===== config.mk =====
export PLATFORM = sky130hd
export DESIGN_NAME = scrc_host_flat
export DESIGN_NICKNAME = d
export VERILOG_FILES = /design/src/scrc_pkg.sv /design/src/scrc_link_if.sv /design/src/scrc_host.sv /design/src/flat_wrapper.sv
export VERILOG_INCLUDE_DIRS = /design/src
export SDC_FILE = /design/constraint.sdc
export NUM_CORES = 1
export LEC_CHECK = 0
export BUFFER_PORTS_ARGS = -buffer_cell sky130_fd_sc_hd__buf_4
export CAP_MARGIN = 40
export CORE_MARGIN = 8
export CORE_UTILIZATION = 55
export DETAILED_ROUTE_END_ITERATION = 10
export PLACE_DENSITY_LB_ADDON = 0.08
export REMOVE_ABC_BUFFERS = 1
export SKIP_CTS_REPAIR_TIMING = 1
export SLEW_MARGIN = 30
export SYNTH_ARGS = -nofsm -noshare
export SYNTH_HDL_FRONTEND = slang
export SYNTH_SLANG_ARGS = --single-unit

===== constraint.sdc =====
create_clock -name clock -period 7.43 [get_ports clock]
set_clock_uncertainty 0.2 [all_clocks]
set_input_delay 1.486 -clock clock [delete_from_list [all_inputs] [get_ports clock]]
set_output_delay 1.486 -clock clock [all_outputs]
set_load 0.03 [all_outputs]

===== src/scrc_cfg.svh =====
`ifndef SCRC_CFG_SVH
`define SCRC_CFG_SVH
// ----------------------------------------
// command codes
// ----------------------------------------
`define SCRC_CMD_ROM_READ 8'h33
`define SCRC_CMD_PROT_READ 8'h69
`define SCRC_CMD_SCR_WRITE 8'h0f
`define SCRC_CMD_SCR_READ 8'haa
// ----------------------------------------
// crc and layout
// ----------------------------------------
`define SCRC_CRC16_POLY_REFL 16'ha001
`define SCRC_CRC8_POLY_REFL 8'h8c
`define SCRC_PAGE_BYTES 32
`define SCRC_SCR_LAST 5'h1f
`define SCRC_PWD_BYTES 8
`define SCRC_ROM_BYTES 8
`define SCRC_MEM_BYTES 256
`define SCRC_IDLE_BYTE 8'hff
// ----------------------------------------
// timing
// ----------------------------------------
`define SCRC_CLK_PERIOD_NS 4
`define SCRC_SLOT_PERIOD_NS 60
`define SCRC_SLOT_CYCLES ((`SCRC_SLOT_PERIOD_NS + `SCRC_CLK_PERIOD_NS - 1) / `SCRC_CLK_PERIOD_NS)
`define SCRC_MAX_RETRY 2
`endif


===== src/scrc_pkg.sv =====
`include "scrc_cfg.svh"
package scrc_pkg;
  // ----------------------------------------
  // types
  // ----------------------------------------
  typedef enum logic [11:0] {
    D_CMD = 12'h001, D_ROM = 12'h002, D_ALO = 12'h004, D_AHI = 12'h008,
    D_PWD = 12'h010, D_RDATA = 12'h020, D_WDATA = 12'h040, D_ES = 12'h080,
    D_SDATA = 12'h100, D_CRCLO = 12'h200, D_CRCHI = 12'h400, D_DONE = 12'h800
  } scrc_dstate_t;
  typedef enum logic [11:0] {
    H_IDLE = 12'h001, H_RST = 12'h002, H_CMD = 12'h004, H_ROM = 12'h008,
    H_ALO = 12'h010, H_AHI = 12'h020, H_PWD = 12'h040, H_WDATA = 12'h080,
    H_ES = 12'h100, H_RDATA = 12'h200, H_CRCLO = 12'h400, H_CRCHI = 12'h800
  } scrc_hstate_t;
  typedef enum logic [1:0] {
    OP_ROM = 2'h0, OP_PROT_READ = 2'h1, OP_SCR_WRITE = 2'h2, OP_SCR_READ = 2'h3
  } scrc_op_t;
  // ----------------------------------------
  // crc steps, lsb first as on the wire
  // ----------------------------------------
  function automatic logic [15:0] crc16Byte(input logic [15:0] crc, input logic [7:0] data);
    logic [15:0] c;
    c = crc;
    for (int i = 0; i < 8; i++) begin
      if (c[0] ^ data[i]) begin
        c = (c >> 1) ^ `SCRC_CRC16_POLY_REFL;
      end else begin
        c = c >> 1;
      end
    end
    return c;
  endfunction : crc16Byte
  function automatic logic [7:0] crc8Byte(input logic [7:0] crc, input logic [7:0] data);
    logic [7:0] c;
    c = crc;
    for (int i = 0; i < 8; i++) begin
      if (c[0] ^ data[i]) begin
        c = (c >> 1) ^ `SCRC_CRC8_POLY_REFL;
      end else begin
        c = c >> 1;
      end
    end
    return c;
  endfunction : crc8Byte
endpackage : scrc_pkg


===== src/scrc_link_if.sv =====
`timescale 1ns/1ps
interface scrc_link_if;
  logic wrValid;
  logic [7:0] wrByte;
  logic rdReq;
  logic rdValid;
  logic [7:0] rdByte;
  logic busReset;
  modport dev (input wrValid, input wrByte, input rdReq, input busReset, output rdValid, output rdByte);
  modport host (output wrValid, output wrByte, output rdReq, output busReset, input rdValid, input rdByte);
endinterface : scrc_link_if


===== src/scrc_host.sv =====
`timescale 1ns/1ps
`include "scrc_cfg.svh"
// ----------------------------------------
// master end: runs one transfer per start
// ----------------------------------------
module scrc_host #(
  parameter int SLOT_CYCLES = `SCRC_SLOT_CYCLES,
  parameter int MAX_RETRY = `SCRC_MAX_RETRY
) (
  input wire logic clock,
  input wire logic srst,
  scrc_link_if.host link,
  input wire logic start,
  input wire scrc_pkg::scrc_op_t op,
  input wire logic [15:0] addr,
  input wire logic [5:0] len,
  input wire logic [63:0] password,
  input wire logic [7:0] wrData,
  output logic wrTake,
  output logic [7:0] rdData,
  output logic rdStrobe,
  output logic busy,
  output logic crcOk,
  output logic crcErr
);
  // ----------------------------------------
  // parameter check
  // ----------------------------------------
  if (SLOT_CYCLES < 2 || SLOT_CYCLES > 255 || MAX_RETRY < 0 || MAX_RETRY > 15) begin : gBadParam
    $error("SLOT_CYCLES must be 2..255 and MAX_RETRY 0..15");
  end

  scrc_pkg::scrc_hstate_t state;
  scrc_pkg::scrc_op_t opReg;
  logic [15:0] addrReg;
  logic [5:0] lenReg;
  logic [63:0] pwdReg;
  logic [5:0] cnt;
  logic [7:0] gap;
  logic pend;
  logic [15:0] crc;
  logic [7:0] crc8;
  logic [7:0] crcLo;
  logic [3:0] tries;
  logic ready;
  logic rx;
  logic [5:0] toEnd;

  assign ready = (gap == 8'h00) && !pend;
  assign rx = pend && link.rdValid;
  assign toEnd = 6'h20 - {1'b0, addrReg[4:0]};

  // ----------------------------------------
  // transfer sequence
  // ----------------------------------------
  always_ff @(posedge clock) begin
    if (srst) begin
      state <= scrc_pkg::H_IDLE;
      opReg <= scrc_pkg::OP_ROM;
      addrReg <= 16'h0000;
      lenReg <= 6'h00;
      pwdReg <= 64'h0;
      cnt <= 6'h00;
      gap <= 8'h00;
      pend <= 1'b0;
      crc <= 16'h0000;
      crc8 <= 8'h00;
      crcLo <= 8'h00;
      tries <= 4'h0;
      link.wrValid <= 1'b0;
      link.wrByte <= 8'h00;
      link.rdReq <= 1'b0;
      link.busReset <= 1'b0;
      wrTake <= 1'b0;
      rdData <= 8'h00;
      rdStrobe <= 1'b0;
      busy <= 1'b0;
      crcOk <= 1'b0;
      crcErr <= 1'b0;
    end else begin
      link.wrValid <= 1'b0;
      link.rdReq <= 1'b0;
      link.busReset <= 1'b0;
      wrTake <= 1'b0;
      rdStrobe <= 1'b0;
      crcOk <= 1'b0;
      crcErr <= 1'b0;
      if (gap != 8'h00) begin
        gap <= gap - 8'h01;
      end
      if (rx) begin
        pend <= 1'b0;
      end
      case (state)
        scrc_pkg::H_IDLE: begin
          busy <= 1'b0;
          if (start) begin
            opReg <= op;
            addrReg <= addr;
            lenReg <= len;
            pwdReg <= password;
            tries <= 4'h0;
            busy <= 1'b1;
            state <= scrc_pkg::H_RST;
          end
        end
        scrc_pkg::H_RST: begin
          link.busReset <= 1'b1;
          gap <= 8'(SLOT_CYCLES);
          state <= scrc_pkg::H_CMD;
        end
        scrc_pkg::H_CMD: begin
          if (ready) begin
            link.wrValid <= 1'b1;
            gap <= 8'(SLOT_CYCLES);
            cnt <= 6'h00;
            crc8 <= 8'h00;
            case (opReg)
              scrc_pkg::OP_ROM: link.wrByte <= `SCRC_CMD_ROM_READ;
              scrc_pkg::OP_PROT_READ: link.wrByte <= `SCRC_CMD_PROT_READ;
              scrc_pkg::OP_SCR_WRITE: link.wrByte <= `SCRC_CMD_SCR_WRITE;
              default: link.wrByte <= `SCRC_CMD_SCR_READ;
            endcase
            case (opReg)
              scrc_pkg::OP_ROM: crc <= 16'h0000;
              scrc_pkg::OP_PROT_READ: crc <= scrc_pkg::crc16Byte(16'h0000, `SCRC_CMD_PROT_READ);
              scrc_pkg::OP_SCR_WRITE: crc <= scrc_pkg::crc16Byte(16'h0000, `SCRC_CMD_SCR_WRITE);
              default: crc <= scrc_pkg::crc16Byte(16'h0000, `SCRC_CMD_SCR_READ);
            endcase
            state <= (opReg == scrc_pkg::OP_ROM) ? scrc_pkg::H_ROM : scrc_pkg::H_ALO;
          end
        end
        scrc_pkg::H_ROM: begin
          if (ready) begin
            link.rdReq <= 1'b1;
            pend <= 1'b1;
            gap <= 8'(SLOT_CYCLES);
          end else if (rx) begin
            rdData <= link.rdByte;
            rdStrobe <= 1'b1;
            cnt <= cnt + 6'h01;
            if (cnt < 6'h07) begin
              crc8 <= scrc_pkg::crc8Byte(crc8, link.rdByte);
            end else begin
              crcOk <= (link.rdByte == crc8);
              crcErr <= (link.rdByte != crc8);
              state <= (link.rdByte != crc8 && tries < 4'(MAX_RETRY)) ? scrc_pkg::H_RST : scrc_pkg::H_IDLE;
              tries <= tries + 4'h1;
            end
          end
        end
        scrc_pkg::H_ALO, scrc_pkg::H_AHI: begin
          if (ready) begin
            link.wrValid <= 1'b1;
            gap <= 8'(SLOT_CYCLES);
            link.wrByte <= (state == scrc_pkg::H_ALO) ? addrReg[7:0] : addrReg[15:8];
            crc <= scrc_pkg::crc16Byte(crc, (state == scrc_pkg::H_ALO) ? addrReg[7:0] : addrReg[15:8]);
            if (state == scrc_pkg::H_ALO) begin
              state <= scrc_pkg::H_AHI;
            end else begin
              case (opReg)
                scrc_pkg::OP_PROT_READ: state <= scrc_pkg::H_PWD;
                scrc_pkg::OP_SCR_WRITE: state <= (lenReg == 6'h00) ? scrc_pkg::H_IDLE : scrc_pkg::H_WDATA;
                default: state <= scrc_pkg::H_ES;
              endcase
              cnt <= (lenReg < toEnd) ? lenReg : toEnd;
              if (opReg == scrc_pkg::OP_PROT_READ) begin
                cnt <= 6'h00;
              end
            end
          end
        end
        scrc_pkg::H_PWD: begin
          if (ready) begin
            link.wrValid <= 1'b1;
            gap <= 8'(SLOT_CYCLES);
            link.wrByte <= pwdReg[{cnt[2:0], 3'b000} +: 8];
            cnt <= cnt + 6'h01;
            if (cnt == 6'h07) begin
              cnt <= toEnd;
              state <= scrc_pkg::H_RDATA;
            end
          end
        end
        scrc_pkg::H_WDATA: begin
          if (ready) begin
            link.wrValid <= 1'b1;
            link.wrByte <= wrData;
            wrTake <= 1'b1;
            gap <= 8'(SLOT_CYCLES);
            crc <= scrc_pkg::crc16Byte(crc, wrData);
            cnt <= cnt - 6'h01;
            if (cnt == 6'h01) begin
              state <= (lenReg >= toEnd) ? scrc_pkg::H_CRCLO : scrc_pkg::H_IDLE;
            end
          end
        end
        scrc_pkg::H_ES, scrc_pkg::H_RDATA, scrc_pkg::H_CRCLO, scrc_pkg::H_CRCHI: begin
          if (ready) begin
            link.rdReq <= 1'b1;
            pend <= 1'b1;
            gap <= 8'(SLOT_CYCLES);
          end else if (rx) begin
            case (state)
              scrc_pkg::H_ES: begin
                crc <= scrc_pkg::crc16Byte(crc, link.rdByte);
                cnt <= toEnd;
                state <= scrc_pkg::H_RDATA;
              end
              scrc_pkg::H_RDATA: begin
                rdData <= link.rdByte;
                rdStrobe <= 1'b1;
                crc <= scrc_pkg::crc16Byte(crc, link.rdByte);
                cnt <= cnt - 6'h01;
                if (cnt == 6'h01) begin
                  state <= scrc_pkg::H_CRCLO;
                end
              end
              scrc_pkg::H_CRCLO: begin
                crcLo <= link.rdByte;
                state <= scrc_pkg::H_CRCHI;
              end
              default: begin
                crcOk <= ({link.rdByte, crcLo} == ~crc);
                crcErr <= ({link.rdByte, crcLo} != ~crc);
                tries <= tries + 4'h1;
                // writes are not repeated; the user decides on those
                if ({link.rdByte, crcLo} != ~crc && opReg != scrc_pkg::OP_SCR_WRITE && tries < 4'(MAX_RETRY)) begin
                  state <= scrc_pkg::H_RST;
                end else begin
                  state <= scrc_pkg::H_IDLE;
                end
              end
            endcase
          end
        end
        default: begin
          state <= scrc_pkg::H_IDLE;
        end
      endcase
    end
  end
endmodule : scrc_host


===== src/flat_wrapper.sv =====
// flat-port wrapper written by rule: the top's interface ports become plain ports
module scrc_host_flat 
#(
  parameter int SLOT_CYCLES = `SCRC_SLOT_CYCLES,
  parameter int MAX_RETRY = `SCRC_MAX_RETRY
)
  (clock, srst, start, op, addr, len, password, wrData, wrTake, rdData, rdStrobe, busy, crcOk, crcErr, link_wrValid, link_wrByte, link_rdReq, link_busReset, link_rdValid, link_rdByte);
  scrc_link_if link_i ();
  input wire logic clock;
  input wire logic srst;
  input wire logic start;
  input wire scrc_pkg::scrc_op_t op;
  input wire logic [15:0] addr;
  input wire logic [5:0] len;
  input wire logic [63:0] password;
  input wire logic [7:0] wrData;
  output logic wrTake;
  output logic [7:0] rdData;
  output logic rdStrobe;
  output logic busy;
  output logic crcOk;
  output logic crcErr;
  output wire logic [$bits(link_i.wrValid)-1:0] link_wrValid;
  output wire logic [$bits(link_i.wrByte)-1:0] link_wrByte;
  output wire logic [$bits(link_i.rdReq)-1:0] link_rdReq;
  output wire logic [$bits(link_i.busReset)-1:0] link_busReset;
  input wire logic [$bits(link_i.rdValid)-1:0] link_rdValid;
  input wire logic [$bits(link_i.rdByte)-1:0] link_rdByte;
  assign link_wrValid = link_i.wrValid;
  assign link_wrByte = link_i.wrByte;
  assign link_rdReq = link_i.rdReq;
  assign link_busReset = link_i.busReset;
  assign link_i.rdValid = link_rdValid;
  assign link_i.rdByte = link_rdByte;
  scrc_host #(.SLOT_CYCLES(SLOT_CYCLES), .MAX_RETRY(MAX_RETRY)) u_core (.clock(clock), .srst(srst), .link(link_i), .start(start), .op(op), .addr(addr), .len(len), .password(password), .wrData(wrData), .wrTake(wrTake), .rdData(rdData), .rdStrobe(rdStrobe), .busy(busy), .crcOk(crcOk), .crcErr(crcErr));
endmodule

==> results of run 1 <==
[synth_stat cells, types with 3 or more instances]
master / instances / area [µm²]
a22oi_1: 15 / 112.6
a21o_1: 5 / 37.54
xor2_1: 37 / 324.1
o21bai_1: 3 / 22.52
o211ai_1: 6 / 45.04
clkbuf_1: 61 / 229.0
o21ai_0: 34 / 170.2
dfxtp_1: 175 / 3503
nand3_1: 17 / 85.08
and2_1: 4 / 25.02
or3_1: 3 / 18.77
nor3_1: 24 / 120.1
a21oi_1: 126 / 630.6
inv_1: 20 / 75.07
a221oi_1: 3 / 26.28
nor4b_1: 4 / 35.03
xnor2_1: 81 / 709.4
nand2b_1: 13 / 81.33
nor2b_1: 7 / 43.79
o221ai_1: 8 / 70.07
nor4_1: 14 / 87.58
nor2_1: 101 / 379.1
o21a_1: 4 / 30.03
mux4_2: 16 / 360.4
nand2_1: 227 / 852.1
nand4_1: 5 / 31.28
o22ai_1: 9 / 56.30
a31oi_1: 4 / 25.02
buf_1: 4 / 15.01
mux2i_1: 37 / 370.4
and3_1: 4 / 25.02
a211oi_1: 15 / 112.6
a2111oi_0: 3 / 26.28
ha_1: 20 / 250.2
buf_2: 17 / 85.08
xnor3_1: 4 / 90.09
or4_1: 9 / 67.56
[power breakdown]
part,leakage (nW),internal [mW],switching [mW],total [mW]
Clock,0.274,0.447,0.425,0.873
Sequential,1.42,1.06,0.0924,1.15
Combinational,2.71,0.390,0.530,0.920
[critical path: stages, from the launching register on]
cell       delay (ns)
dfxtp_1          0.51
nor4b_2          0.61
nand3_4          0.38
mux2i_1          0.39
xor2_1           0.28
xnor2_1          0.19
xnor3_1          0.50
o2bb2ai_1        0.15
a22o_1           0.18
[metal layers]
layer | GRT usage, % | wire (µm)
met4 | 9.086 | 614
met5 | 0 | 0
met2 | 36.48 | 11840
met3 | 6.220 | 1890
met1 | 31.13 | 11850
[path summary, 6_finish.rpt]
check / start / endpoint / slack, ns / cells after the start
worst min-delay path: u_core.pwdReg[21] / u_core.pwdReg[21] / 0.25 / 2
worst min register to register: u_core.pwdReg[21] / u_core.pwdReg[21] / 0.25 / 2
worst max-delay path: u_core.state[7] / u_core.crc[0] / 3.91 / 8
worst max register to register: u_core.state[7] / u_core.crc[0] / 3.91 / 8
[state kept, by name, indices dropped and copies added (netlist names), 2 cells and up]
signal and cells:
u_core.tries 4, u_core.cnt 6, u_core.pwdReg 64, u_core.crc 16, u_core.opReg 2, u_core.addrReg 16, u_core.crc8 8, u_core.crcLo 8
u_core.lenReg 6, u_core.state 12, u_core.gap 8, u_core.link.wrByte 8, u_core.rdData 8
[layout make-up]
cell class | instances | area [µm²] | share of cell area [%]
multi-input combinational | 905 | 5778 | 50.92
sequential | 175 | 3505 | 30.88
timing repair buffer | 147 | 1140 | 10.04
clock buffer | 18 | 429.2 | 3.782
tap | 225 | 281.5 | 2.481
clock inverter | 14 | 140.1 | 1.235
inverter | 20 | 75.07 | 0.6615
[metrics by stage]
step,instances,power (mW)
finish,1504,2.942
global route,1504,3.120
CTS,1500,2.944
detailed placement,1468,2.069
global placement,1465,2.036
floorplan,1100,1.790
[logic make-up (layout without fill, tap and decap cells)]
kind of cell	after synthesis	in the layout	synth area share, %
muxes	54	54	7.770
adders and majority gates	20	20	2.581
DFF	175	175	36.14
AOI/OAI and AO/OA	259	259	16.37
and+or+nand+nor	449	449	21.02
xor gates and xnor gates	123	123	11.76
buffers and inverters	104	199	4.362
==> results.toml, run 1 <==
[status]
status = "finished, final reports clean"

[synthesis]
synth_edf_count = 0
yosysWarnings = 0
synth-seq-area-share_pct = 36.14
ys_types = 70
netlist_area_um2 = 9694
post_synth.cell_area_avg_um2 = 8.188
synth-async-reset-ratio_pct = 0
synthFlopType = "dfxtp_1"
synthCells = 1184
yosys_register_bits = 175

[detailed_routing]
vias_per_cell = 5.777
drtIter0Drc = 796
wl_per_cell_um = 17.41
ant_nets = 0
drc = 0
firstDrtPassIters = 5
dr_total_vias = 8689
totalWireLength_um = 26190

[worst_setup_path]
crit_required_ns = 7.57
start_kind = "flip-flop"
cp-end-kind = "flip-flop"
worst_ep_arrival_time_ns = 3.65
crit_type = "flip-flop to flip-flop"
worstPathMaxFanout = 17

[sta]
worst_pin_slew_ns = 0.8130
fin_crit_ns = 3.518
finalCritPeriodShare_pct = 47.34
drv_slew = 0
layout_setup_ws_ns = 3.912
rsz0062_at_grt = "false"
hold_viol = 0
max_slew_margin_pct = 45.80
totalNegativeSetupSlack_ns = 0
finalHoldWorstSlack_ns = 0.2525
setup_viol = 0
max_freq_mhz = 284.3

[clock_network]
clkTransAtPathRegs_ns = 0.07
clock_latency_ns = 0.44
cts_sinks = 175
clockBufferDepth = 2
clockRootBuffer = "clkbuf_16"
htree_levels = 4
cts_tree = "done"
cts_inserted_buffers = 17

[global_routing]
grt_pass1_vias = 8358
track_usage_pct = 23.65
grt_pass1_wl_um = 42270
antenna_found_initial = 0
gr-total-overflow = 0
grt_max_degree = 91

[finish]
final_common_cell = "nand2_1"
fin_util_pct = 65.61
layout_common_cells = "nand2_1, dfxtp_1, buf_4, a21oi_1, nor2_1"
area_delta_synth_final_pct = 17.06
final_area_um2 = 11350
final_nets = 1394
drive_above_1_share_pct = 16.73
antennaDiodeCount = 0
fillers = 1552

[floorplan]
core_um2 = 17300
die_width_um = 148.8
core.rowCount = 48
io_pins = 132
die_h_um = 148.8
die_area_um2 = 22130
initial_core_util_pct = 56.05

[place]
hpwlAfterDp_um = 18930
place_area_um2 = 10730
portBuffers = 131
gp_congestion = 0.9184
dp_slack_ns = 3.593

[power]
power_density_nw_per_um2 = 259.3
leakagePower_nw = 4.405
ir_drop_v = 0.0003055

[hold_path]
hp-class = "flip-flop to flip-flop"

[job]
cap_violations = 0
No activity file was read; power rests on OpenSTA's default activity.
==> inputs of run 2 (changes only) <==
--- a/config.mk
+++ b/config.mk
@@ -9,7 +9,7 @@
 export BUFFER_PORTS_ARGS = -buffer_cell sky130_fd_sc_hd__buf_4
 export CAP_MARGIN = 40
 export CORE_MARGIN = 8
-export CORE_UTILIZATION = 55
+export CORE_UTILIZATION = 53
 export DETAILED_ROUTE_END_ITERATION = 10
 export PLACE_DENSITY_LB_ADDON = 0.08
 export REMOVE_ABC_BUFFERS = 1
==> constraint.sdc (replaced) <==
create_clock -name clock -period 2.9 [get_ports clock]
set_clock_uncertainty 0.2 [all_clocks]
set_input_delay 0.58 -clock clock [delete_from_list [all_inputs] [get_ports clock]]
set_output_delay 0.58 -clock clock [all_outputs]
set_load 0.03 [all_outputs]
==> run 2 against run 1 <==
Routed wire length up 7.4%. Largest cell class unchanged. Worst hold slack worse by 0.072 ns. Utilization is 2.1 points higher. First-iteration DRC count down 30%.
==> results.toml, run 2 (synthesis results as in run 1) <==
[status]
status = "finished, final reports clean"

[sta]
hold_viol = 0
finalCritPeriodShare_pct = 95.49
max_freq_mhz = 361.1
drv_slew = 0
setup_viol = 0
layout_setup_ws_ns = 0.1308
max_slew_margin_pct = 55.74
worst_pin_slew_ns = 0.6639
fin_crit_ns = 2.769

[clock_network]
clockBufferDepth = 2
clkTransAtPathRegs_ns = 0.08
htree_levels = 4
cts_sinks = 175
cts_tree = "done"
cts_inserted_buffers = 17
clock_latency_ns = 0.44
clockRootBuffer = "clkbuf_16"

[place]
portBuffers = 131
gp_congestion = 0.9221
dp.cells = 1543
dp_slack_ns = -0.1151
hpwlAfterDp_um = 20600

[worst_setup_path]
crit_top_cell = "xnor2_2"
critical-path-max-stage-delay_ns = 0.47
path_delay_family = "XOR/XNOR gates"
start_kind = "flip-flop"
crit_type = "flip-flop to flip-flop"
startpoint = "u_core.state[3]"
crit_required_ns = 3.02
reg2reg_depth = 9
r2r-end = "u_core.crc[0]"
critPathBufInv = 1
cp_slowest_cell = "xnor3_1"
path_cells = "nor4_4 -> nand3_4 -> buf_6 -> mux2i_4 -> xnor2_2 -> xnor2_2 -> xnor3_1 -> o2bb2ai_1 -> a22o_1"
worstPathMaxFanout = 6
r2r_slack_ns = 0.13
cp-end-kind = "flip-flop"
r2r_start = "u_core.state[3]"
worst_ep_arrival_time_ns = 2.89

[finish]
fin_cells = 1583
largest_reg_flops = 64
drive_above_1_share_pct = 23.93
top_regs = "u_core.pwdReg: 64 flops, u_core.addrReg: 16 flops, u_core.crc: 16 flops"
area_delta_synth_final_pct = 25.41
final_nets = 1469
antennaDiodeCount = 0
layout_common_cells = "nand2_1, buf_4, dfxtp_1, a21oi_1, nor2_1"
top_register = "u_core.pwdReg"
fillers = 1522
final_common_cell = "nand2_1"

[power]
power_density_nw_per_um2 = 653.9
ir_drop_v = 0.0004609
p_total_mw = 7.951
leakagePower_nw = 4.832

[detailed_routing]
totalWireLength_um = 28130
firstDrtPassIters = 5
drtIter0Drc = 556
drc = 0
ant_nets = 0
dr_total_vias = 8929
wl_per_cell_um = 17.77
vias_per_cell = 5.641

[global_routing]
track_usage_pct = 24.57
grt_pass1_vias = 8795
gr-usage-met2_pct = 38.64
busiest_layer = "met2"
met1_usage_pct = 32.90
gr-total-overflow = 0
grt_max_degree = 90
antenna_found_initial = 0
grt_use_met3_pct = 5.497
grt_pass1_wl_um = 44670

[hold_path]
hold_path_depth = 3
holdPathEnd = "u_core.pwdReg[58]"
min-delay-start = "password[58]"
hp-class = "input pin to flip-flop"

[floorplan]
die_area_um2 = 22880
core.rowCount = 49
core_um2 = 17960
initial_core_util_pct = 53.97
io_pins = 132
die_width_um = 151.2
die_h_um = 151.2

[job]
cap_violations = 0
run 2: changes by cell type in the layout (fill, tap and decap cells not counted), moves of 5 or more:
cell and change:
buf_4 +75, xnor2_1 -6, xnor2_2 +6, o21ai_0 -5
run 2: area by class of cell:
cell class | count | area, µm² | area share, %
multi-input combinational | 905 | 5983 | 49.21
sequential | 175 | 3512 | 28.89
timing repair buffer | 222 | 1724 | 14.18
clock buffer | 18 | 439.2 | 3.612
tap | 229 | 286.5 | 2.357
clock inverter | 14 | 137.6 | 1.132
inverter | 20 | 75.07 | 0.6175
run 2: metal layers:
metal  share of wire, %  vias to the layer above
li1                   -                     4426
met1                 45                     4152
met2                 46                      312
met3                7.0                       39
met4                1.8                        0
met5                  0                        -
run 2: power breakdown:
group	switching (mW)	total [mW]	internal (mW)	leakage [nW]
registers	0.231	2.94	2.71	1.43
logic	1.50	2.75	1.25	3.12
clock network	1.09	2.26	1.17	0.284
total	2.82	7.95	5.13	4.83
run 2: worst max path at each step:
stage,endpoint,cells past startpoint
after floorplan,u_core.addrReg[0],6
after global placement,u_core.cnt[3],10
after detailed placement,u_core.cnt[3],10
after CTS,u_core.cnt[3],10
after global routing,u_core.cnt[0],13
final,u_core.crc[0],9
run 2: worst register-to-register path, delay by kind of cell (launching register included):
family	cells	cell delay (ns)
XOR/XNOR	3	0.85
multiplexers	1	0.20
AND/OR/NAND/NOR	2	0.52
flip-flops	1	0.36
buffers and inverters	1	0.19
AO/OA/AOI/OAI	2	0.34
run 2: metrics by stage:
stage               area (µm²)  TNS (ns)  util, %  hold slack [ns]
detailed placement       11300   -0.1151    62.90           0.2459
global placement         11300         0    62.90           0.2398
CTS                      11880   -0.1240    66.11           0.1720
global route             12160  -0.02822    67.68           0.1789
finish                   12160         0    67.68           0.1808
floorplan                 9346    -74.32        -           0.2271
==> inputs of run 3 (changes only) <==
--- a/config.mk
+++ b/config.mk
@@ -8,8 +8,10 @@
 export LEC_CHECK = 0
 export BUFFER_PORTS_ARGS = -buffer_cell sky130_fd_sc_hd__buf_4
 export CAP_MARGIN = 40
+export CELL_PAD_IN_SITES_DETAIL_PLACEMENT = 0
+export CELL_PAD_IN_SITES_GLOBAL_PLACEMENT = 1
 export CORE_MARGIN = 8
-export CORE_UTILIZATION = 53
+export CORE_UTILIZATION = 39
 export DETAILED_ROUTE_END_ITERATION = 10
 export PLACE_DENSITY_LB_ADDON = 0.08
 export REMOVE_ABC_BUFFERS = 1
==> run 3 against run 2 <==
Routed wire length up 5.1%. Worst hold slack worse by 0.0016 ns. Setup slack got worse by 0.081 ns. Maximum frequency shrank 2.8%. Combinational power fell by 4%. Clock power is 3% higher. Power decreased by 0.79%. Sequential share of layout area down 0.32 points. Critical endpoint unchanged.
==> results.toml, run 3 (synthesis results as in run 1) <==
[global_routing]
grt_max_degree = 103
grt_pass1_wl_um = 47220
track_usage_pct = 19.28
grt_pass1_vias = 8688
antenna_found_initial = 1
gr-total-overflow = 0

[sta]
drv_slew = 0
totalNegativeSetupSlack_ns = 0
worst_pin_slew_ns = 0.7553
hold_viol = 0
rsz0062_at_grt = "true"
max_slew_margin_pct = 49.65
finalCritPeriodShare_pct = 98.28
setup_viol = 0
fin_crit_ns = 2.850
max_freq_mhz = 350.9

[clock_network]
clkTransAtPathRegs_ns = 0.08
htree_levels = 4
cts_tree = "done"
cts_inserted_buffers = 17
clockBufferDepth = 2
clock_latency_ns = 0.44
clockRootBuffer = "clkbuf_16"
cts_sinks = 175

[detailed_routing]
wl_per_cell_um = 17.49
dr_total_vias = 8709
drtIter0Drc = 594
vias_per_cell = 5.150
drc = 0
firstDrtPassIters = 5
totalWireLength_um = 29580
ant_nets = 0

[power]
sw_frac_of_total_pct = 35.91
p_total_mw = 7.887
clockPowerShare_pct = 29.4
pwr-share-seq_pct = 37.0
comb_power_share_pct = 33.6
power_density_nw_per_um2 = 643.1
ir_drop_v = 0.0003323
leakagePower_nw = 4.886
p_int_mw = 5.055
p_sw_mw = 2.833

[worst_setup_path]
start_kind = "flip-flop"
worstPathMaxFanout = 11
path_delay_family = "XOR/XNOR gates"
worst_ep_arrival_time_ns = 2.97
cp_slowest_cell = "nor4b_2"
cp-end-kind = "flip-flop"
critical-path-max-stage-delay_ns = 0.44
crit_type = "flip-flop to flip-flop"
path_cells = "nor4b_2 -> nand3_4 -> buf_4 -> mux2i_1 -> xnor2_2 -> xnor2_2 -> xnor3_1 -> o2bb2ai_1 -> a22o_1"
crit_top_cell = "xnor2_2"
crit_required_ns = 3.02
critPathBufInv = 1

[floorplan]
core.rowCount = 57
io_pins = 132
die_width_um = 173.7
die_area_um2 = 30160
die_h_um = 173.7
initial_core_util_pct = 39.75
core_um2 = 24390

[place]
gp_congestion = 0.8533
portBuffers = 131
hpwlAfterDp_um = 22000

[status]
status = "finished, final reports clean"

[finish]
final_nets = 1481
top_regs = "u_core.pwdReg: 64 flops, u_core.addrReg: 16 flops, u_core.crc: 16 flops"
largest_reg_flops = 64
layout_common_cells = "buf_4, nand2_1, dfxtp_1, a21oi_1, nor2_1"
final_common_cell = "buf_4"
drive_above_1_share_pct = 23.28
top_register = "u_core.pwdReg"
area_delta_synth_final_pct = 26.52

[hold_path]
hp-class = "input pin to flip-flop"

[job]
cap_violations = 0
[run 3: power groups by stage]
stage / registers (mW) / logic, mW / clock network [mW]
floorplan: 2.95 / 1.63 / 0
global placement: 2.97 / 2.62 / 0
detailed placement: 2.97 / 2.62 / 0
CTS: 2.92 / 2.64 / 2.38
global route: 2.96 / 2.95 / 2.48
finish: 2.92 / 2.65 / 2.32
[run 3: final timing paths]
check | cells past startpoint | slack (ns) | to | from
min reg2reg | 2 | 0.25 | u_core.pwdReg[50] | u_core.pwdReg[50]
max reg2reg | 9 | 0.05 | u_core.crc[0] | u_core.state[5]
max | 9 | 0.05 | u_core.crc[0] | u_core.state[5]
min | 3 | 0.18 | u_core.pwdReg[58] | password[58]
[run 3: metrics by stage]
step / area, µm² / util [%] / hold WS [ns] / cells / setup WS [ns]
floorplan: 9346 / - / 0.2271 / 1100 / -0.7514
global placement: 11570 / 47.45 / 0.2407 / 1657 / -0.1111
detailed placement: 11570 / 47.45 / 0.2454 / 1657 / -0.1164
CTS: 12170 / 49.90 / 0.1615 / 1689 / -0.1453
global route: 12260 / 50.28 / 0.1639 / 1690 / -0.06169
finish: 12270 / 50.29 / 0.1792 / 1691 / 0.04981
[run 3: metal layers]
| layer | routed length, µm | part of all wire (%) | global-route usage [%] | vias to the layer above |
|---|---|---|---|---|
| met2 | 13300 | 45 | 30.33 | 199 |
| met5 | 0 | 0 | 0 | - |
| met4 | 522 | 1.8 | 5.308 | 0 |
| met1 | 14270 | 48 | 25.87 | 4031 |
| met3 | 1485 | 5.0 | 4.705 | 30 |
| li1 | - | - | - | 4449 |
[run 3: worst reg2reg max path, delay by kind of cell, from the launching register on]
kind	cells	cell delay (ns)
xor+xnor	3	0.75
simple gates	2	0.62
flops	1	0.34
compound gates	2	0.33
mux	1	0.27
buf+inv	1	0.23
[run 3: cell type report]
| class | instances | area (µm²) |
|---|---|---|
| Multi-Input combinational cell | 905 | 5862 |
| Timing Repair Buffer | 234 | 1819 |
| Antenna cell | 1 | 2.502 |
| Clock buffer | 17 | 425.4 |
| Fill cell | 2395 | 12130 |
| Clock inverter | 15 | 172.7 |
| Sequential cell | 175 | 3503 |
| Inverter | 20 | 75.07 |
| Tap cell | 324 | 405.4 |
